File: src/logic/sci_pkg.sv
package sci_pkg;

    // Core clock rate
    localparam int CLK_HZ = 20_000_000;
    localparam int HZ_PER_KHZ = 1000;

    // Least hold time of the alarm reset input, and its cycle count
    localparam int ALM_RST_MIN_MS = 120;
    localparam int ALM_RST_CYC = (CLK_HZ / HZ_PER_KHZ) * ALM_RST_MIN_MS;

    // Highest command pulse rates, line driver and open collector
    localparam int RATE_LD_KPPS = 500;
    localparam int RATE_OC_KPPS = 200;
    // Shortest half period of a line-driver pulse train, in cycles (rounded down)
    localparam int PULSE_HALF_CYC = CLK_HZ / (HZ_PER_KHZ * RATE_LD_KPPS * 2);
    // Fewest cycles per half period that the edge detector can resolve
    localparam int PULSE_HALF_MIN_CYC = 2;

    // Control mode parameter codes
    localparam logic [1:0] MODE_POS_A = 2'h0;
    localparam logic [1:0] MODE_SPEED = 2'h1;
    localparam logic [1:0] MODE_POS_B = 2'h2;

    // Zero speed / torque limit function parameter codes
    localparam logic [1:0] ZSF_OFF = 2'h0;
    localparam logic [1:0] ZSF_ZERO_EN = 2'h1;
    localparam logic [1:0] ZSF_TLIM = 2'h2;

    // Pulse format parameter codes
    localparam logic [1:0] FMT_FWD_REV = 2'h0;
    localparam logic [1:0] FMT_PULSE_DIR = 2'h1;
    localparam logic [1:0] FMT_QUAD = 2'h2;

    // Default widths
    localparam int GEAR_W_DEF = 16;
    localparam int DEV_W_DEF = 28;

    // Internal speed control is selected by code 1 only
    function automatic logic sci_is_speed_mode(input logic [1:0] mode);
        sci_is_speed_mode = (mode == MODE_SPEED);
    endfunction : sci_is_speed_mode

    // Position control is codes 0 and 2; code 3 selects neither
    function automatic logic sci_is_pos_mode(input logic [1:0] mode);
        sci_is_pos_mode = (mode == MODE_POS_A) || (mode == MODE_POS_B);
    endfunction : sci_is_pos_mode

endpackage : sci_pkg

File: src/logic/sci_cmd_input.sv
// Summary of operation
// RQ1 - Run input asserted turns servo on and powers motor; deasserted removes power.
// RQ2 - Host holds alarm reset asserted at least 120 ms to be recognised.
// RQ3 - Valid alarm reset clears the alarm, except alarms marked as not clearable.
// RQ4 - Mode 0 or 2 means position control, mode 1 internal speed control.
// RQ5 - Position mode: deviation clear drops command pulses and holds counter at zero.
// RQ6 - Host holds deviation clear asserted at least 2 ms.
// RQ7 - Speed mode: deviation clear pin is preset speed select bit 2.
// RQ8 - Position mode, function 0 or 1: shared pin acts as gain switch.
// RQ9 - Speed mode, function 1: zero speed input low forces zero speed; 0 ignores.
// RQ10 - Position mode: gear pin low picks numerator one, high numerator two.
// RQ11 - Host sends no pulses 10 ms before and after changing gear pin.
// RQ12 - Speed mode: gear switch pin is preset speed select bit 1.
// RQ13 - Overtravel input low forbids motion that way; high permits it.
// RQ14 - Pulse inputs accept 500 kpps line driver, 200 kpps open collector.
// RQ15 - Pulse format picks forward/reverse trains, pulse with direction, or quadrature.
// RQ16 - Pair one: reverse, feed or phase A; pair two: forward, direction or B.
// RQ17 - Each pulse moves command one unit, scaled by gear numerator, into deviation.
`timescale 1ns/100ps
module sci_cmd_input import sci_pkg::*; #(
    parameter int GEAR_W = GEAR_W_DEF,
    parameter int DEV_W = DEV_W_DEF,
    parameter int ALM_RST_CYCLES = ALM_RST_CYC
) (
    input wire logic core_clk,
    input wire logic sys_rst,
    input wire logic run_in,
    input wire logic alarm_reset_in,
    input wire logic deviation_clear_in,
    input wire logic gain_switch_in,
    input wire logic gear_switch_in,
    input wire logic forward_overtravel_in,
    input wire logic reverse_overtravel_in,
    input wire logic cmd_pair1_in,
    input wire logic cmd_pair2_in,
    input wire logic [1:0] control_mode_param,
    input wire logic [1:0] zero_speed_function_param,
    input wire logic [1:0] pulse_format_param,
    input wire logic [GEAR_W-1:0] gear_numerator_one,
    input wire logic [GEAR_W-1:0] gear_numerator_two,
    input wire logic alarm_raise,
    input wire logic alarm_clearable,
    input wire logic fb_step,
    input wire logic fb_step_fwd,
    output logic motor_enable,
    output logic servo_alarm,
    output logic alarm_reset_done,
    output logic position_mode,
    output logic gain_select,
    output logic torque_limit_select,
    output logic speed_force_zero,
    output logic [1:0] preset_speed_sel,
    output logic forward_permit,
    output logic reverse_permit,
    output logic signed [DEV_W-1:0] deviation_count,
    output logic signed [DEV_W-1:0] position_cmd
);

    // Elaboration checks: counter must hold a signed numerator, rate must be resolvable
    if (DEV_W <= GEAR_W + 1) begin : g_bad_width
        $error("deviation width must exceed gear numerator width by two");
    end
    if (ALM_RST_CYCLES < 1) begin : g_bad_alm
        $error("alarm reset hold count must be at least one");
    end
    if (PULSE_HALF_CYC < PULSE_HALF_MIN_CYC) begin : g_bad_rate // RQ14
        $error("core clock too slow for the highest command pulse rate");
    end

    localparam int ARC_W = $clog2(ALM_RST_CYCLES + 1);
    localparam logic [ARC_W-1:0] ARC_LAST = ARC_W'(ALM_RST_CYCLES - 1);

    typedef enum logic [1:0] {
        ARS_IDLE,
        ARS_COUNT,
        ARS_HELD
    } sci_ars_e;

    // Pin inputs, synchronised
    localparam int NSYNC = 9;
    logic [NSYNC-1:0] pins_async;
    logic [NSYNC-1:0] pins_sync;
    logic run_s;
    logic arst_s;
    logic dclr_s;
    logic gain_s;
    logic gear_s;
    logic fot_s;
    logic rot_s;
    logic pair1_s;
    logic pair2_s;

    assign pins_async = {run_in, alarm_reset_in, deviation_clear_in, gain_switch_in,
                         gear_switch_in, forward_overtravel_in, reverse_overtravel_in,
                         cmd_pair1_in, cmd_pair2_in};
    assign {run_s, arst_s, dclr_s, gain_s, gear_s, fot_s, rot_s, pair1_s, pair2_s} = pins_sync;

    sci_sync #(
        .W(NSYNC)
    ) u_sync (
        .core_clk(core_clk),
        .sys_rst(sys_rst),
        .async_in(pins_async),
        .sync_out(pins_sync)
    );

    // Command pulse decode
    logic cmd_step;
    logic cmd_fwd;

    sci_pulse_decode u_decode (
        .core_clk(core_clk),
        .sys_rst(sys_rst),
        .fmt(pulse_format_param),
        .pair1(pair1_s),
        .pair2(pair2_s),
        .step(cmd_step),
        .step_fwd(cmd_fwd)
    );

    // Alarm reset qualification state
    sci_ars_e ars_r;
    sci_ars_e ars_nxt;
    logic [ARC_W-1:0] arc_r;
    logic [ARC_W-1:0] arc_nxt;
    logic ars_fire;

    // A request counts once per assertion and only after the full hold
    always_comb begin
        ars_nxt = ars_r;
        arc_nxt = arc_r;
        ars_fire = 1'b0;
        unique case (ars_r)
            ARS_IDLE: begin
                arc_nxt = '0;
                if (arst_s) begin
                    ars_nxt = ARS_COUNT;
                end
            end
            ARS_COUNT: begin
                if (!arst_s) begin
                    ars_nxt = ARS_IDLE;
                end else if (arc_r == ARC_LAST) begin // RQ2
                    ars_fire = 1'b1;
                    ars_nxt = ARS_HELD;
                end else begin
                    arc_nxt = arc_r + ARC_W'(1);
                end
            end
            ARS_HELD: begin
                if (!arst_s) begin
                    ars_nxt = ARS_IDLE;
                end
            end
        endcase
    end

    always_ff @(posedge core_clk) begin
        if (sys_rst) begin
            ars_r <= ARS_IDLE;
            arc_r <= '0;
        end else begin
            ars_r <= ars_nxt;
            arc_r <= arc_nxt;
        end
    end

    // Alarm status and servo enable
    logic alarm_r;
    logic alarm_nxt;
    logic alarm_lock_r;
    logic alarm_lock_nxt;
    logic arst_done_r;
    logic arst_done_nxt;
    logic motor_en_r;
    logic motor_en_nxt;

    // A new alarm in the clearing cycle wins; locked alarms survive an alarm reset
    always_comb begin
        alarm_nxt = alarm_r;
        alarm_lock_nxt = alarm_lock_r;
        arst_done_nxt = 1'b0;
        if (ars_fire && !alarm_lock_r) begin // RQ3
            alarm_nxt = 1'b0;
            arst_done_nxt = alarm_r;
        end
        if (alarm_raise) begin
            alarm_nxt = 1'b1;
            alarm_lock_nxt = alarm_lock_r | ~alarm_clearable;
            arst_done_nxt = 1'b0;
        end
        // Servo on only while run is held and no alarm stands
        motor_en_nxt = run_s & ~alarm_nxt; // RQ1
    end

    always_ff @(posedge core_clk) begin
        if (sys_rst) begin
            alarm_r <= 1'b0;
            alarm_lock_r <= 1'b0;
            arst_done_r <= 1'b0;
            motor_en_r <= 1'b0;
        end else begin
            alarm_r <= alarm_nxt;
            alarm_lock_r <= alarm_lock_nxt;
            arst_done_r <= arst_done_nxt;
            motor_en_r <= motor_en_nxt;
        end
    end

    // Shared pin meaning by control mode
    logic pos_mode_r;
    logic pos_mode_nxt;
    logic gain_r;
    logic gain_nxt;
    logic tlim_r;
    logic tlim_nxt;
    logic zero_speed_in_r;
    logic zero_speed_in_nxt;
    logic [1:0] vsel_r;
    logic [1:0] vsel_nxt;
    logic fperm_r;
    logic fperm_nxt;
    logic rperm_r;
    logic rperm_nxt;
    logic speed_mode;

    always_comb begin
        speed_mode = sci_is_speed_mode(control_mode_param); // RQ4
        pos_mode_nxt = sci_is_pos_mode(control_mode_param); // RQ4
        gain_nxt = pos_mode_nxt & gain_s &
                   ((zero_speed_function_param == ZSF_OFF) ||
                    (zero_speed_function_param == ZSF_ZERO_EN)); // RQ8
        tlim_nxt = pos_mode_nxt & gain_s & (zero_speed_function_param == ZSF_TLIM);
        // Zero speed input is active low and only counts when enabled
        zero_speed_in_nxt = speed_mode & ~gain_s & (zero_speed_function_param == ZSF_ZERO_EN); // RQ9
        vsel_nxt = speed_mode ? {dclr_s, gear_s} : 2'h0; // RQ7 RQ12
        fperm_nxt = fot_s; // RQ13
        rperm_nxt = rot_s; // RQ13
    end

    always_ff @(posedge core_clk) begin
        if (sys_rst) begin
            pos_mode_r <= 1'b0;
            gain_r <= 1'b0;
            tlim_r <= 1'b0;
            zero_speed_in_r <= 1'b0;
            vsel_r <= 2'h0;
            fperm_r <= 1'b0;
            rperm_r <= 1'b0;
        end else begin
            pos_mode_r <= pos_mode_nxt;
            gain_r <= gain_nxt;
            tlim_r <= tlim_nxt;
            zero_speed_in_r <= zero_speed_in_nxt;
            vsel_r <= vsel_nxt;
            fperm_r <= fperm_nxt;
            rperm_r <= rperm_nxt;
        end
    end

    // Position command and deviation counter
    logic signed [DEV_W-1:0] dev_r;
    logic signed [DEV_W-1:0] dev_nxt;
    logic signed [DEV_W-1:0] pcmd_r;
    logic signed [DEV_W-1:0] pcmd_nxt;
    logic signed [DEV_W-1:0] scaled;
    logic signed [DEV_W-1:0] fb_delta;
    logic [GEAR_W-1:0] numer;
    logic take_step;

    // Pulses toward a blocked side are dropped so no deviation builds against the stop
    always_comb begin
        numer = gear_s ? gear_numerator_two : gear_numerator_one; // RQ10
        take_step = cmd_step & pos_mode_r & ~dclr_s & motor_en_r &
                    (cmd_fwd ? fperm_r : rperm_r); // RQ5 RQ13
        scaled = DEV_W'(numer);
        if (!cmd_fwd) begin
            scaled = -scaled;
        end
        fb_delta = fb_step ? (fb_step_fwd ? DEV_W'(1) : -DEV_W'(1)) : '0;
        pcmd_nxt = pcmd_r;
        dev_nxt = dev_r - fb_delta;
        if (take_step) begin // RQ17
            pcmd_nxt = pcmd_r + (cmd_fwd ? DEV_W'(1) : -DEV_W'(1));
            dev_nxt = dev_r + scaled - fb_delta;
        end
        // Clear also holds while servo is off, so no stale error jerks the motor
        if ((pos_mode_r && dclr_s) || !motor_en_r) begin // RQ5
            dev_nxt = '0;
        end
    end

    always_ff @(posedge core_clk) begin
        if (sys_rst) begin
            dev_r <= '0;
            pcmd_r <= '0;
        end else begin
            dev_r <= dev_nxt;
            pcmd_r <= pcmd_nxt;
        end
    end

    // Outputs, each straight from a register
    assign motor_enable = motor_en_r;
    assign servo_alarm = alarm_r;
    assign alarm_reset_done = arst_done_r;
    assign position_mode = pos_mode_r;
    assign gain_select = gain_r;
    assign torque_limit_select = tlim_r;
    assign speed_force_zero = zero_speed_in_r;
    assign preset_speed_sel = vsel_r;
    assign forward_permit = fperm_r;
    assign reverse_permit = rperm_r;
    assign deviation_count = dev_r;
    assign position_cmd = pcmd_r;

endmodule : sci_cmd_input

File: src/logic/sci_sync.sv
`timescale 1ns/100ps
module sci_sync import sci_pkg::*; #(
    parameter int W = 1
) (
    input wire logic core_clk,
    input wire logic sys_rst,
    input wire logic [W-1:0] async_in,
    output logic [W-1:0] sync_out
);

    logic [W-1:0] meta_r;
    logic [W-1:0] meta_nxt;
    logic [W-1:0] sync_r;
    logic [W-1:0] sync_nxt;

    // First stage feeds only the second stage
    always_comb begin
        meta_nxt = async_in;
        sync_nxt = meta_r;
    end

    always_ff @(posedge core_clk) begin
        if (sys_rst) begin
            meta_r <= '0;
            sync_r <= '0;
        end else begin
            meta_r <= meta_nxt;
            sync_r <= sync_nxt;
        end
    end

    assign sync_out = sync_r;

endmodule : sci_sync

File: src/logic/sci_pulse_decode.sv
`timescale 1ns/100ps
module sci_pulse_decode import sci_pkg::*; (
    input wire logic core_clk,
    input wire logic sys_rst,
    input wire logic [1:0] fmt,
    input wire logic pair1,
    input wire logic pair2,
    output logic step,
    output logic step_fwd
);

    logic p1_r;
    logic p1_nxt;
    logic p2_r;
    logic p2_nxt;
    logic step_r;
    logic step_nxt;
    logic fwd_r;
    logic fwd_nxt;
    logic rise1;
    logic rise2;
    logic chg1;
    logic chg2;

    // Edges against the previous synchronised sample
    always_comb begin
        p1_nxt = pair1;
        p2_nxt = pair2;
        rise1 = pair1 & ~p1_r;
        rise2 = pair2 & ~p2_r;
        chg1 = pair1 ^ p1_r;
        chg2 = pair2 ^ p2_r;
        step_nxt = 1'b0;
        fwd_nxt = fwd_r;
        unique case (fmt)
            FMT_FWD_REV: begin // RQ15 RQ16
                // Coincident edges cancel, so nothing moves
                step_nxt = rise1 ^ rise2;
                fwd_nxt = rise2 ? 1'b1 : 1'b0;
            end
            FMT_PULSE_DIR: begin // RQ15 RQ16
                step_nxt = rise1;
                fwd_nxt = pair2;
            end
            FMT_QUAD: begin // RQ15 RQ16
                // Four counts per cycle; a double change is a glitch and dropped
                step_nxt = chg1 ^ chg2;
                fwd_nxt = chg1 ? (pair1 ^ p2_r) : ~(pair2 ^ p1_r);
            end
            default: begin
                step_nxt = 1'b0;
            end
        endcase
    end

    always_ff @(posedge core_clk) begin
        if (sys_rst) begin
            p1_r <= 1'b0;
            p2_r <= 1'b0;
            step_r <= 1'b0;
            fwd_r <= 1'b0;
        end else begin
            p1_r <= p1_nxt;
            p2_r <= p2_nxt;
            step_r <= step_nxt;
            fwd_r <= fwd_nxt;
        end
    end

    assign step = step_r;
    assign step_fwd = fwd_r;

endmodule : sci_pulse_decode

File: config.mk
export PLATFORM = sky130hd
export DESIGN_NAME = sci_cmd_input
export DESIGN_NICKNAME = d
export VERILOG_FILES = /design/src/logic/sci_pkg.sv /design/src/logic/sci_cmd_input.sv /design/src/logic/sci_sync.sv /design/src/logic/sci_pulse_decode.sv
export SDC_FILE = /design/constraint.sdc
export NUM_CORES = 1
export LEC_CHECK = 0
export BUFFER_PORTS_ARGS = -buffer_cell sky130_fd_sc_hd__buf_2
export CAP_MARGIN = 20
export CORE_AREA = 2 2 125 127
export CTS_CLUSTER_SIZE = 28
export DETAILED_ROUTE_END_ITERATION = 16
export DIE_AREA = 0 0 127 129
export HOLD_SLACK_MARGIN = 0.06
export PLACE_DENSITY = 0.86
export SETUP_SLACK_MARGIN = 0.02
export SYNTH_ARGS = -nofsm -noshare
export SYNTH_HDL_FRONTEND = slang
export SYNTH_SLANG_ARGS = --single-unit
File: constraint.sdc
create_clock -name core_clk -period 9.7 [get_ports core_clk]
set_input_delay 2.425 -clock core_clk [delete_from_list [all_inputs] [get_ports core_clk]]
set_output_delay 2.425 -clock core_clk [all_outputs]
set_load 0.1 [all_outputs]
==> flow_metrics.py, run 1 <==
metrics = {
    "timing": {
        "setup_total_negative_slack_ps": 0,
        "timing_worst_slew_pin_value_ps": 922.3,
        "layout_worst_path_cycle_share_pct": 63.10,
        "finalClockSkew_ps": 10.56,
        "max_slew_margin_pct": 38.43,
        "period_needed_ps": 6121,
        "maxSlewViolCount": 0,
        "clock.fmax_ghz": 0.1634,
        "hold_viol": 0,
        "rsz_0062_raised_after_global_routing": "false",
        "setup_viol": 0,
    },
    "setup_path": {
        "timing.critical_path.fanout_max": 7,
        "worstPathRequired_ps": 9970,
        "timing.rr.start": "u_sync.sync_out[4]",
        "worst-endpoint-arrival_ps": 6390,
        "criticalPathCategory": "in -> reg",
        "crit_path_start": "gear_numerator_two[2]",
        "timing.critical_path.to_type": "flop",
        "critPathLaunchType": "input port",
    },
    "floorplan": {
        "chipWidth_microns": 127,
        "placementRows": 45,
        "initial_utilization_pct": 63.23,
        "die_area_sq_um": 16380,
        "pin_count": 120,
        "design.core.area_sq_um": 14980,
        "die-height_microns": 129,
    },
    "final_layout": {
        "layout.filler_cells": 1148,
        "sequential_cell_area_sq_um": 2282,
        "postLayoutCoreUtil_pct": 71.99,
        "layout_area_growth_over_synthesis_pct": 13.85,
        "antenna_cells": 0,
        "final_cells": 1453,
        "post_route_cells_drive_above_1_share_pct": 16.68,
        "multi_input_comb_area_sq_um": 6775,
        "num-nets-final": 1426,
    },
    "drt": {
        "vias_per_cell": 5.880,
        "wire_per_inst_microns": 15.73,
        "vias": 8543,
        "drt.antenna.violating_nets": 0,
        "post-route-drc-count": 0,
        "dr.pass1.iters": 5,
        "initialDrtViolationCount": 613,
        "wirelength_microns": 22850,
    },
    "synth": {
        "yosys_warnings": 0,
        "syn-cell-area_sq_um": 9470,
        "postSynth.asyncResetShare_pct": 0,
        "syn_inst": 1141,
        "synth-seq-area-share_pct": 24.10,
        "synthDistinctLibCells": 91,
        "synthesis.area_per_instance_sq_um": 8.300,
        "yosys_register_bits": 114,
        "dominantRegCellSynth": "sky130_fd_sc_hd__dfxtp_1",
        "synthesis.nets": 1315,
        "synth_enable_flop_cells": 0,
    },
    "clocking": {
        "cts_resized": 0,
        "cts_buffer_depth": 2,
        "numClockSinks": 114,
        "post_cts.repair.setup_buffers": 0,
        "cts_inserted_buffers": 17,
        "ctsRootBufferMaster": "sky130_fd_sc_hd__clkbuf_16",
        "postCtsHoldBufs": 0,
        "tritoncts_clock_tree": "yes",
        "htree_levels": 4,
        "worstSkewPairLatency_ps": 420,
        "worst_setup_hold_path_clk_slew_ps": 60,
    },
    "power_and_ir_drop": {
        "vdd.ir_drop.worst_uv": 186.6,
        "report.power.total_mw": 1.580,
        "power.leakage_nw": 4.850,
        "power_per_cell_area_nw_per_um2": 146.5,
    },
    "placement": {
        "port_buf_inserts": 119,
        "place.detailed.instances": 1421,
        "finalWeightedCongestion": 0.9771,
        "post-dp-hpwl_microns": 16610,
    },
    "global_routing": {
        "first_global_vias": 8202,
        "grt_max_degree": 64,
        "grt_overflow": 0,
        "groute.usage.overall_pct": 28.57,
        "antenna_found_initial": 0,
        "grt_first_pass_wirelength_microns": 38270,
    },
    "flow_run": {
        "drv.max_cap_violation_count": 0,
    },
    "run_status": {
        "run_status": "finished clean",
    },
    "worst_hold_path": {
        "hp-class": "reg -> reg",
        "min_from": "u_sync.meta_r[3]",
    },
}
## path summary, 6_finish.rpt
check,slack (ps),end,depth (start not counted)
max,3580,deviation_count[24],19
min,430,u_sync.sync_out[3],1
max reg2reg,4970,deviation_count[24],19
min reg2reg,430,u_sync.sync_out[3],1
## per-stage QoR
stage                     cell area, sq um  setup WS (ps)  hold WS [ps]
after floorplan                       9470           2753         413.8
after CTS                            10780           3616         436.1
after global routing                 10780           3395         456.9
after global placement               10210           3325         416.9
final                                10780           3579         433.5
after detailed placement             10210           3207         422.0
## cells in the mapped netlist, types with 15 or more instances
cell                         n  share of area [%]
sky130_fd_sc_hd__nor2_1     96                3.8
sky130_fd_sc_hd__nand2_1   117                4.6
sky130_fd_sc_hd__dfxtp_1   114                 24
sky130_fd_sc_hd__nand2b_1   18                1.2
sky130_fd_sc_hd__a21oi_1   110                5.8
sky130_fd_sc_hd__nor3_1     23                1.2
sky130_fd_sc_hd__xor2_1     41                3.8
sky130_fd_sc_hd__o21ai_0    32                1.7
sky130_fd_sc_hd__fa_1       29                6.1
sky130_fd_sc_hd__ha_1       92                 12
sky130_fd_sc_hd__clkbuf_1   25               0.99
sky130_fd_sc_hd__a21o_1     24                1.9
sky130_fd_sc_hd__inv_1      73                2.9
sky130_fd_sc_hd__nand3_1    26                1.4
sky130_fd_sc_hd__xnor2_1    69                6.4
sky130_fd_sc_hd__mux2i_1    15                1.6
sky130_fd_sc_hd__nor2b_1    31                2.0
## placed cells by master (no fill, tap or decap), types with 4 or more instances in the layout
| master | instances |
|---|---|
| sky130_fd_sc_hd__buf_2 | 119 |
| sky130_fd_sc_hd__nand2_1 | 117 |
| sky130_fd_sc_hd__dfxtp_1 | 114 |
| sky130_fd_sc_hd__a21oi_1 | 110 |
| sky130_fd_sc_hd__nor2_1 | 96 |
| sky130_fd_sc_hd__ha_1 | 92 |
| sky130_fd_sc_hd__inv_1 | 73 |
| sky130_fd_sc_hd__xnor2_1 | 69 |
| sky130_fd_sc_hd__xor2_1 | 41 |
| sky130_fd_sc_hd__o21ai_0 | 32 |
| sky130_fd_sc_hd__nor2b_1 | 31 |
| sky130_fd_sc_hd__fa_1 | 29 |
| sky130_fd_sc_hd__nand3_1 | 26 |
| sky130_fd_sc_hd__a21o_1 | 24 |
| sky130_fd_sc_hd__nor3_1 | 23 |
| sky130_fd_sc_hd__nand2b_1 | 17 |
| sky130_fd_sc_hd__clkbuf_16 | 17 |
| sky130_fd_sc_hd__mux2i_1 | 15 |
| sky130_fd_sc_hd__a211oi_1 | 13 |
| sky130_fd_sc_hd__a31oi_1 | 12 |
| sky130_fd_sc_hd__o22ai_1 | 12 |
| sky130_fd_sc_hd__and3_1 | 10 |
| sky130_fd_sc_hd__o211ai_1 | 9 |
| sky130_fd_sc_hd__nor3b_1 | 8 |
| sky130_fd_sc_hd__and2_1 | 8 |
| sky130_fd_sc_hd__o31ai_1 | 7 |
| sky130_fd_sc_hd__o21ai_2 | 7 |
| sky130_fd_sc_hd__a21oi_2 | 7 |
| sky130_fd_sc_hd__o21a_1 | 7 |
| sky130_fd_sc_hd__or3_1 | 6 |
| sky130_fd_sc_hd__o21bai_1 | 6 |
| sky130_fd_sc_hd__inv_6 | 6 |
| sky130_fd_sc_hd__buf_4 | 6 |
| sky130_fd_sc_hd__o21ai_1 | 4 |
| sky130_fd_sc_hd__o32ai_1 | 4 |
| sky130_fd_sc_hd__nand4_1 | 4 |
| sky130_fd_sc_hd__clkinv_4 | 4 |
## state kept, by name (all words and copies together) (netlist names), 2 cells and up
register	cells
position_cmd	28
arc_r	22
u_sync.meta_r	9
ars_r	2
deviation_count	28
u_sync.sync_out	9
preset_speed_sel	2
## layout make-up
| class | count | share of cell area (%) |
|---|---|---|
| clock buffer | 17 | 3.946 |
| clock inverter | 15 | 1.381 |
| inverter | 73 | 2.541 |
| multi-input combinational | 921 | 62.84 |
| sequential | 114 | 21.17 |
| tap | 188 | 2.182 |
| timing repair buffer | 125 | 5.942 |
## critical path: stages
cell and delay, ps:
sky130_fd_sc_hd__buf_2 120, sky130_fd_sc_hd__nor3b_1 240, sky130_fd_sc_hd__o21ai_1 130, sky130_fd_sc_hd__or2_1 290, sky130_fd_sc_hd__nor2_4 150, sky130_fd_sc_hd__and3_1 220
sky130_fd_sc_hd__a21oi_1 100, sky130_fd_sc_hd__xnor2_1 220, sky130_fd_sc_hd__fa_1 460, sky130_fd_sc_hd__ha_1 420, sky130_fd_sc_hd__a2111oi_2 390, sky130_fd_sc_hd__o21ai_1 110
sky130_fd_sc_hd__o21a_1 150, sky130_fd_sc_hd__a21oi_1 140, sky130_fd_sc_hd__o41a_1 230, sky130_fd_sc_hd__o21ai_2 90, sky130_fd_sc_hd__o41ai_2 230, sky130_fd_sc_hd__xor2_1 200
sky130_fd_sc_hd__a211oi_2 90
## power breakdown
group / switching, mW / total, mW / internal (mW) / leakage (nW)
logic: 0.290 / 0.493 / 0.202 / 3.65
clock network: 0.246 / 0.605 / 0.359 / 0.278
registers: 0.00677 / 0.482 / 0.475 / 0.924
## metal layers
metal / vias to the layer above / GRT usage, % / routed length [microns]
met5: - / 0 / 0
met4: 0 / 9.632 / 446
met3: 42 / 5.405 / 1297
met2: 248 / 49.34 / 10910
met1: 4011 / 36.13 / 10200
li1: 4242 / - / -
## logic make-up (layout without fill, tap and decap cells)
group	Yosys count	in the layout	share of synthesized area, %
xor gates and xnor gates	110	110	10.17
adders and majority gates	121	121	18.29
muxes	17	17	1.876
and+or+nand+nor	378	378	20.00
DFF	114	114	24.10
AOI/OAI and AO/OA	295	295	21.18
buffers and inverters	106	230	4.386
No activity file was read; power rests on OpenSTA's default activity.
==> run 2, diff against run 1 <==
Settings changed: CORE_AREA 2 2 125 127 to 2 2 129 131, DIE_AREA 0 0 127 129 to 0 0 131 133, PLACE_DENSITY 0.86 to 0.81.
Clock period 9.7 ns to 5.81 ns, I/O delays scaled along.
==> run 2 against run 1 <==
Hold slack worse by 2.2 ps. Sequential share of layout area is 0.19 points lower. Clock-buffer cell count is 1 higher. Clock power is 79% higher. Clock skew is 4.2 ps lower. Sequential cell count stayed put. Critical path type unchanged. Highest routed layer unchanged.
==> flow_metrics.py, run 2 (synthesis gave the netlist of run 1 again) <==
metrics = {
    "run_status": {
        "run_status": "finished clean",
    },
    "clocking": {
        "ctsRootBufferMaster": "sky130_fd_sc_hd__clkbuf_16",
        "postCtsHoldBufs": 0,
        "cts_inserted_buffers": 17,
        "htree_levels": 4,
        "cts_buffer_depth": 2,
        "cts_resized": 0,
        "numClockSinks": 114,
        "worst_setup_hold_path_clk_slew_ps": 60,
        "tritoncts_clock_tree": "yes",
        "worstSkewPairLatency_ps": 420,
        "post_cts.repair.setup_buffers": 0,
    },
    "global_routing": {
        "grt_max_degree": 63,
        "grt_first_pass_wirelength_microns": 37540,
        "groute.usage.overall_pct": 26.64,
        "first_global_vias": 8148,
        "grt_overflow": 0,
        "antenna_found_initial": 0,
    },
    "floorplan": {
        "die_area_sq_um": 17420,
        "pin_count": 120,
        "initial_utilization_pct": 58.56,
        "placementRows": 47,
        "die-height_microns": 133,
        "chipWidth_microns": 131,
        "design.core.area_sq_um": 16170,
    },
    "drt": {
        "drt.antenna.violating_nets": 0,
        "initialDrtViolationCount": 691,
        "wirelength_microns": 22550,
        "wire_per_inst_microns": 15.15,
        "vias": 8505,
        "post-route-drc-count": 0,
        "dr.pass1.iters": 5,
        "vias_per_cell": 5.716,
    },
    "setup_path": {
        "critical_path.slowest_cell": "sky130_fd_sc_hd__fa_1",
        "timing.critical_path.cells": "buf_2, nor3b_1, o21ai_1, or2_1, nor2_4, and3_1, a21oi_1, xnor2_1, fa_1, ha_1, a2111oi_2, o21ai_1, o21a_1, a21oi_1, o41a_1, o21ai_2, o41ai_2, xor2_1, a211oi_2",
        "critical_path.max_stage_delay_ps": 450,
        "worst-endpoint-arrival_ps": 5290,
        "critical_path_buf_inv_count": 1,
        "timing.critical_path.fanout_max": 7,
        "cp_top_family": "compound AO/OA/AOI/OAI gates",
        "worstPathRequired_ps": 6090,
        "critPathLaunchType": "input port",
        "timing.critical_path.to_type": "flop",
        "criticalPathCategory": "in -> reg",
    },
    "timing": {
        "clock.fmax_ghz": 0.1997,
        "finalClockSkew_ps": 6.345,
        "period_needed_ps": 5008,
        "maxSlewViolCount": 0,
        "max_slew_margin_pct": 42.05,
        "hold_viol": 0,
        "timing_worst_slew_pin_value_ps": 868.1,
        "setup_viol": 0,
        "setup_total_negative_slack_ps": 0,
        "layout_worst_path_cycle_share_pct": 86.19,
        "rsz_0062_raised_after_global_routing": "false",
    },
    "placement": {
        "finalWeightedCongestion": 0.9707,
        "post-dp-hpwl_microns": 16670,
        "port_buf_inserts": 119,
    },
    "final_layout": {
        "post_route_cells_drive_above_1_share_pct": 16.88,
        "layout_common_cells": "sky130_fd_sc_hd__buf_2 (119), sky130_fd_sc_hd__nand2_1 (117), sky130_fd_sc_hd__dfxtp_1 (114)",
        "antenna_cells": 0,
        "layout_commonest_cell": "sky130_fd_sc_hd__buf_2",
        "layout_area_growth_over_synthesis_pct": 14.85,
        "num-nets-final": 1429,
    },
    "flow_run": {
        "drv.max_cap_violation_count": 0,
    },
    "power_and_ir_drop": {
        "power.leakage_nw": 4.885,
        "report.power.total_mw": 2.699,
        "vdd.ir_drop.worst_uv": 200.4,
        "power_per_cell_area_nw_per_um2": 248.1,
    },
    "worst_hold_path": {
        "hp-class": "reg -> reg",
    },
}
[run 2: cell count changes in the layout (fill, tap and decap cells not counted), sizes merged]
cell,change
clkbuf,+1
bufinv,+1
clkinvlp,-2
buf,+3
[run 2: worst register-to-register path, delay by kind of cell (launching register included)]
kind                     cells  cell delay (ps)
AND/OR/NAND/NOR              4              890
flip-flops                   1              510
adder cells (fa/ha/maj)      2              820
buffers and inverters        1              380
XOR/XNOR                     2              380
AO/OA/AOI/OAI                7             1480
[run 2: report_power, final]
group | switching (mW) | internal (mW) | leakage [nW]
clock network | 0.420 | 0.656 | 0.299
registers | 0.0115 | 0.794 | 0.924
logic | 0.479 | 0.338 | 3.66
[run 2: through the flow]
stage	util, %	cell area [sq um]	hold slack (ps)	std cells	worst slack (ps)
finish	67.26	10880	431.3	1488	802.5
global route	67.26	10880	461.3	1488	428.7
global placement	63.50	10270	415.2	1456	456.3
CTS	67.26	10880	435.6	1488	821.3
detailed placement	63.50	10270	423.4	1456	415.5
floorplan	-	9473	413.8	1141	674.7
[run 2: metal layers]
layer / routed length, microns / global-route usage (%) / part of all wire (%)
met1: 10470 / 35.46 / 46
met5: 0 / 0 / 0
met4: 568 / 8.865 / 2.5
met3: 1013 / 4.367 / 4.5
met2: 10500 / 43.81 / 47
[run 2: final timing paths]
path,start,endpoint,slack (ps),cells after the start
worst max-delay path,gear_numerator_two[2],deviation_count[24],800,19
worst min-delay path,u_sync.meta_r[1],u_sync.sync_out[1],430,1
worst max register to register,u_sync.sync_out[4],deviation_count[23],1200,16
worst min register to register,u_sync.meta_r[1],u_sync.sync_out[1],430,1
[run 2: area by class of cell]
class / instances / area [sq um]
sequential: 114 / 2282
clock inverter: 14 / 167.7
inverter: 73 / 274.0
clock buffer: 18 / 439.2
tap: 220 / 275.3
multi-input combinational: 921 / 6775
fill: 1333 / 5295
timing repair buffer: 128 / 663.1
==> run 3, diff against run 2 <==
Clock period 5.81 ns to 5 ns, I/O delays scaled along.
==> run 3 against run 2 <==
Utilization up 0.78 points. Combinational power grew 22%. Largest cell class unchanged. Total power rose by 16%. Sequential share of layout area shrank 0.24 points. Hold slack better by 5.0 ps. First-iteration DRC count down 38%. Clock-buffer cell count shrank 1.
==> flow_metrics.py, run 3 (synthesis gave the netlist of run 1 again) <==
metrics = {
    "global_routing": {
        "grt_overflow": 0,
        "antenna_found_initial": 0,
        "groute.usage.overall_pct": 27.25,
        "grt_max_degree": 63,
        "first_global_vias": 8152,
        "grt_first_pass_wirelength_microns": 38300,
    },
    "drt": {
        "vias_per_cell": 5.682,
        "dr.pass1.iters": 5,
        "initialDrtViolationCount": 426,
        "drt.antenna.violating_nets": 0,
        "post-route-drc-count": 0,
        "wirelength_microns": 23130,
        "vias": 8569,
        "wire_per_inst_microns": 15.34,
    },
    "floorplan": {
        "design.core.area_sq_um": 16170,
        "die_area_sq_um": 17420,
        "placementRows": 47,
        "chipWidth_microns": 131,
        "initial_utilization_pct": 58.56,
        "pin_count": 120,
        "die-height_microns": 133,
    },
    "final_layout": {
        "post_route_cells_drive_above_1_share_pct": 18.17,
        "layout_area_growth_over_synthesis_pct": 16.18,
        "final_area_sq_um": 11000,
        "layout.filler_cells": 1295,
        "layout_commonest_cell": "sky130_fd_sc_hd__buf_2",
        "antenna_cells": 0,
        "num-nets-final": 1449,
        "layout_common_cells": "sky130_fd_sc_hd__buf_2 (119), sky130_fd_sc_hd__nand2_1 (117), sky130_fd_sc_hd__dfxtp_1 (114)",
        "postLayoutCoreUtil_pct": 68.04,
    },
    "clocking": {
        "cts_buffer_depth": 2,
        "cts_resized": 0,
        "tritoncts_clock_tree": "yes",
        "htree_levels": 4,
        "ctsRootBufferMaster": "sky130_fd_sc_hd__clkbuf_16",
        "postCtsHoldBufs": 0,
        "numClockSinks": 114,
        "worst_setup_hold_path_clk_slew_ps": 60,
        "cts_inserted_buffers": 17,
        "post_cts.repair.setup_buffers": 0,
        "worstSkewPairLatency_ps": 420,
    },
    "setup_path": {
        "timing.critical_path.cells": "buf_2, mux2i_2, buf_4, ha_1, and4_1, a21oi_2, nor3_1, xor2_1, fa_1, ha_1, a21o_1, nand2b_1, a41o_1, a21o_1, o211ai_1, nand2_1, xnor2_1, o32ai_1",
        "criticalPathCategory": "in -> reg",
        "critical_path.slowest_cell": "sky130_fd_sc_hd__fa_1",
        "timing.critical_path.to_type": "flop",
        "reg2reg_setup_slack_ps": 480,
        "critPathLaunchType": "input port",
        "worstPathRequired_ps": 5270,
        "critical_path.max_stage_delay_ps": 440,
        "worst-endpoint-arrival_ps": 4960,
        "timing.critical_path.fanout_max": 4,
    },
    "timing": {
        "finalClockSkew_ps": 8.518,
        "rsz_0062_raised_after_global_routing": "false",
        "timing_worst_slew_pin_value_ps": 751.1,
        "maxSlewViolCount": 0,
        "clock.fmax_ghz": 0.2129,
        "layout_worst_path_cycle_share_pct": 93.96,
        "setup_viol": 0,
        "period_needed_ps": 4698,
        "timing.hold.ws_ps": 436.3,
        "setup_total_negative_slack_ps": 0,
        "max_slew_margin_pct": 49.93,
        "hold_viol": 0,
    },
    "placement": {
        "post-dp-hpwl_microns": 17090,
        "finalWeightedCongestion": 0.9180,
        "port_buf_inserts": 119,
        "place_area_sq_um": 10420,
    },
    "power_and_ir_drop": {
        "power.leakage_nw": 4.968,
        "power_per_cell_area_nw_per_um2": 285.5,
        "vdd.ir_drop.worst_uv": 274.8,
    },
    "flow_run": {
        "drv.max_cap_violation_count": 0,
    },
    "worst_hold_path": {
        "hp-class": "reg -> reg",
    },
    "run_status": {
        "run_status": "finished clean",
    },
}
run 3: changes by cell type in the layout (fill, tap and decap cells not counted), sizes merged:
cell | before | now
buf | 128 | 148
clkinv | 5 | 0
inv | 80 | 85
clkinvlp | 0 | 2
bufinv | 2 | 1
clkbuf | 18 | 17
run 3: routing by layer:
layer	routed length, microns	global-route usage (%)	vias up
li1	-	-	4287
met1	10400	35.41	3992
met2	10880	45.11	245
met3	1237	4.691	45
met4	620	10.11	0
met5	0	0	-
run 3: layout make-up:
| class | count | area [sq um] | share of cell area, % |
|---|---|---|---|
| multi-input combinational | 921 | 6775 | 61.58 |
| sequential | 114 | 2282 | 20.74 |
| timing repair buffer | 148 | 813.3 | 7.391 |
| clock buffer | 17 | 425.4 | 3.866 |
| tap | 220 | 275.3 | 2.502 |
| inverter | 73 | 274.0 | 2.490 |
| clock inverter | 15 | 157.7 | 1.433 |
run 3: worst paths after layout:
check                        start                  end  cells after the start
max          gear_numerator_two[1]  deviation_count[25]                     18
min               u_sync.meta_r[6]   u_sync.sync_out[6]                      1
min reg2reg       u_sync.meta_r[6]   u_sync.sync_out[6]                      1
max reg2reg     u_sync.sync_out[4]  deviation_count[25]                     16
run 3: stage by stage:
stage / total power [mW] / cells / setup slack (ps)
3_3_place_gp: 1.901 / 1476 / 49.28
2_1_floorplan: 1.704 / 1141 / 67.16
3_5_place_dp: 1.920 / 1476 / -19.24
6_report: 3.141 / 1508 / 302.1
5_1_grt: 3.310 / 1508 / 55.72
4_1_cts: 3.150 / 1508 / 365.0
run 3: report_power, final:
group	internal, mW	switching [mW]	leakage [nW]
registers	0.922	0.00856	0.924
logic	0.424	0.571	3.76
clock network	0.707	0.510	0.283
run 3: critical path: cells and delay by family:
kind                     cells  cell delay, ps
buffers and inverters        2             250
multiplexers                 1             150
AO/OA/AOI/OAI                6            1060
XOR/XNOR                     2             420
AND/OR/NAND/NOR              4             840
adder cells (fa/ha/maj)      3             990
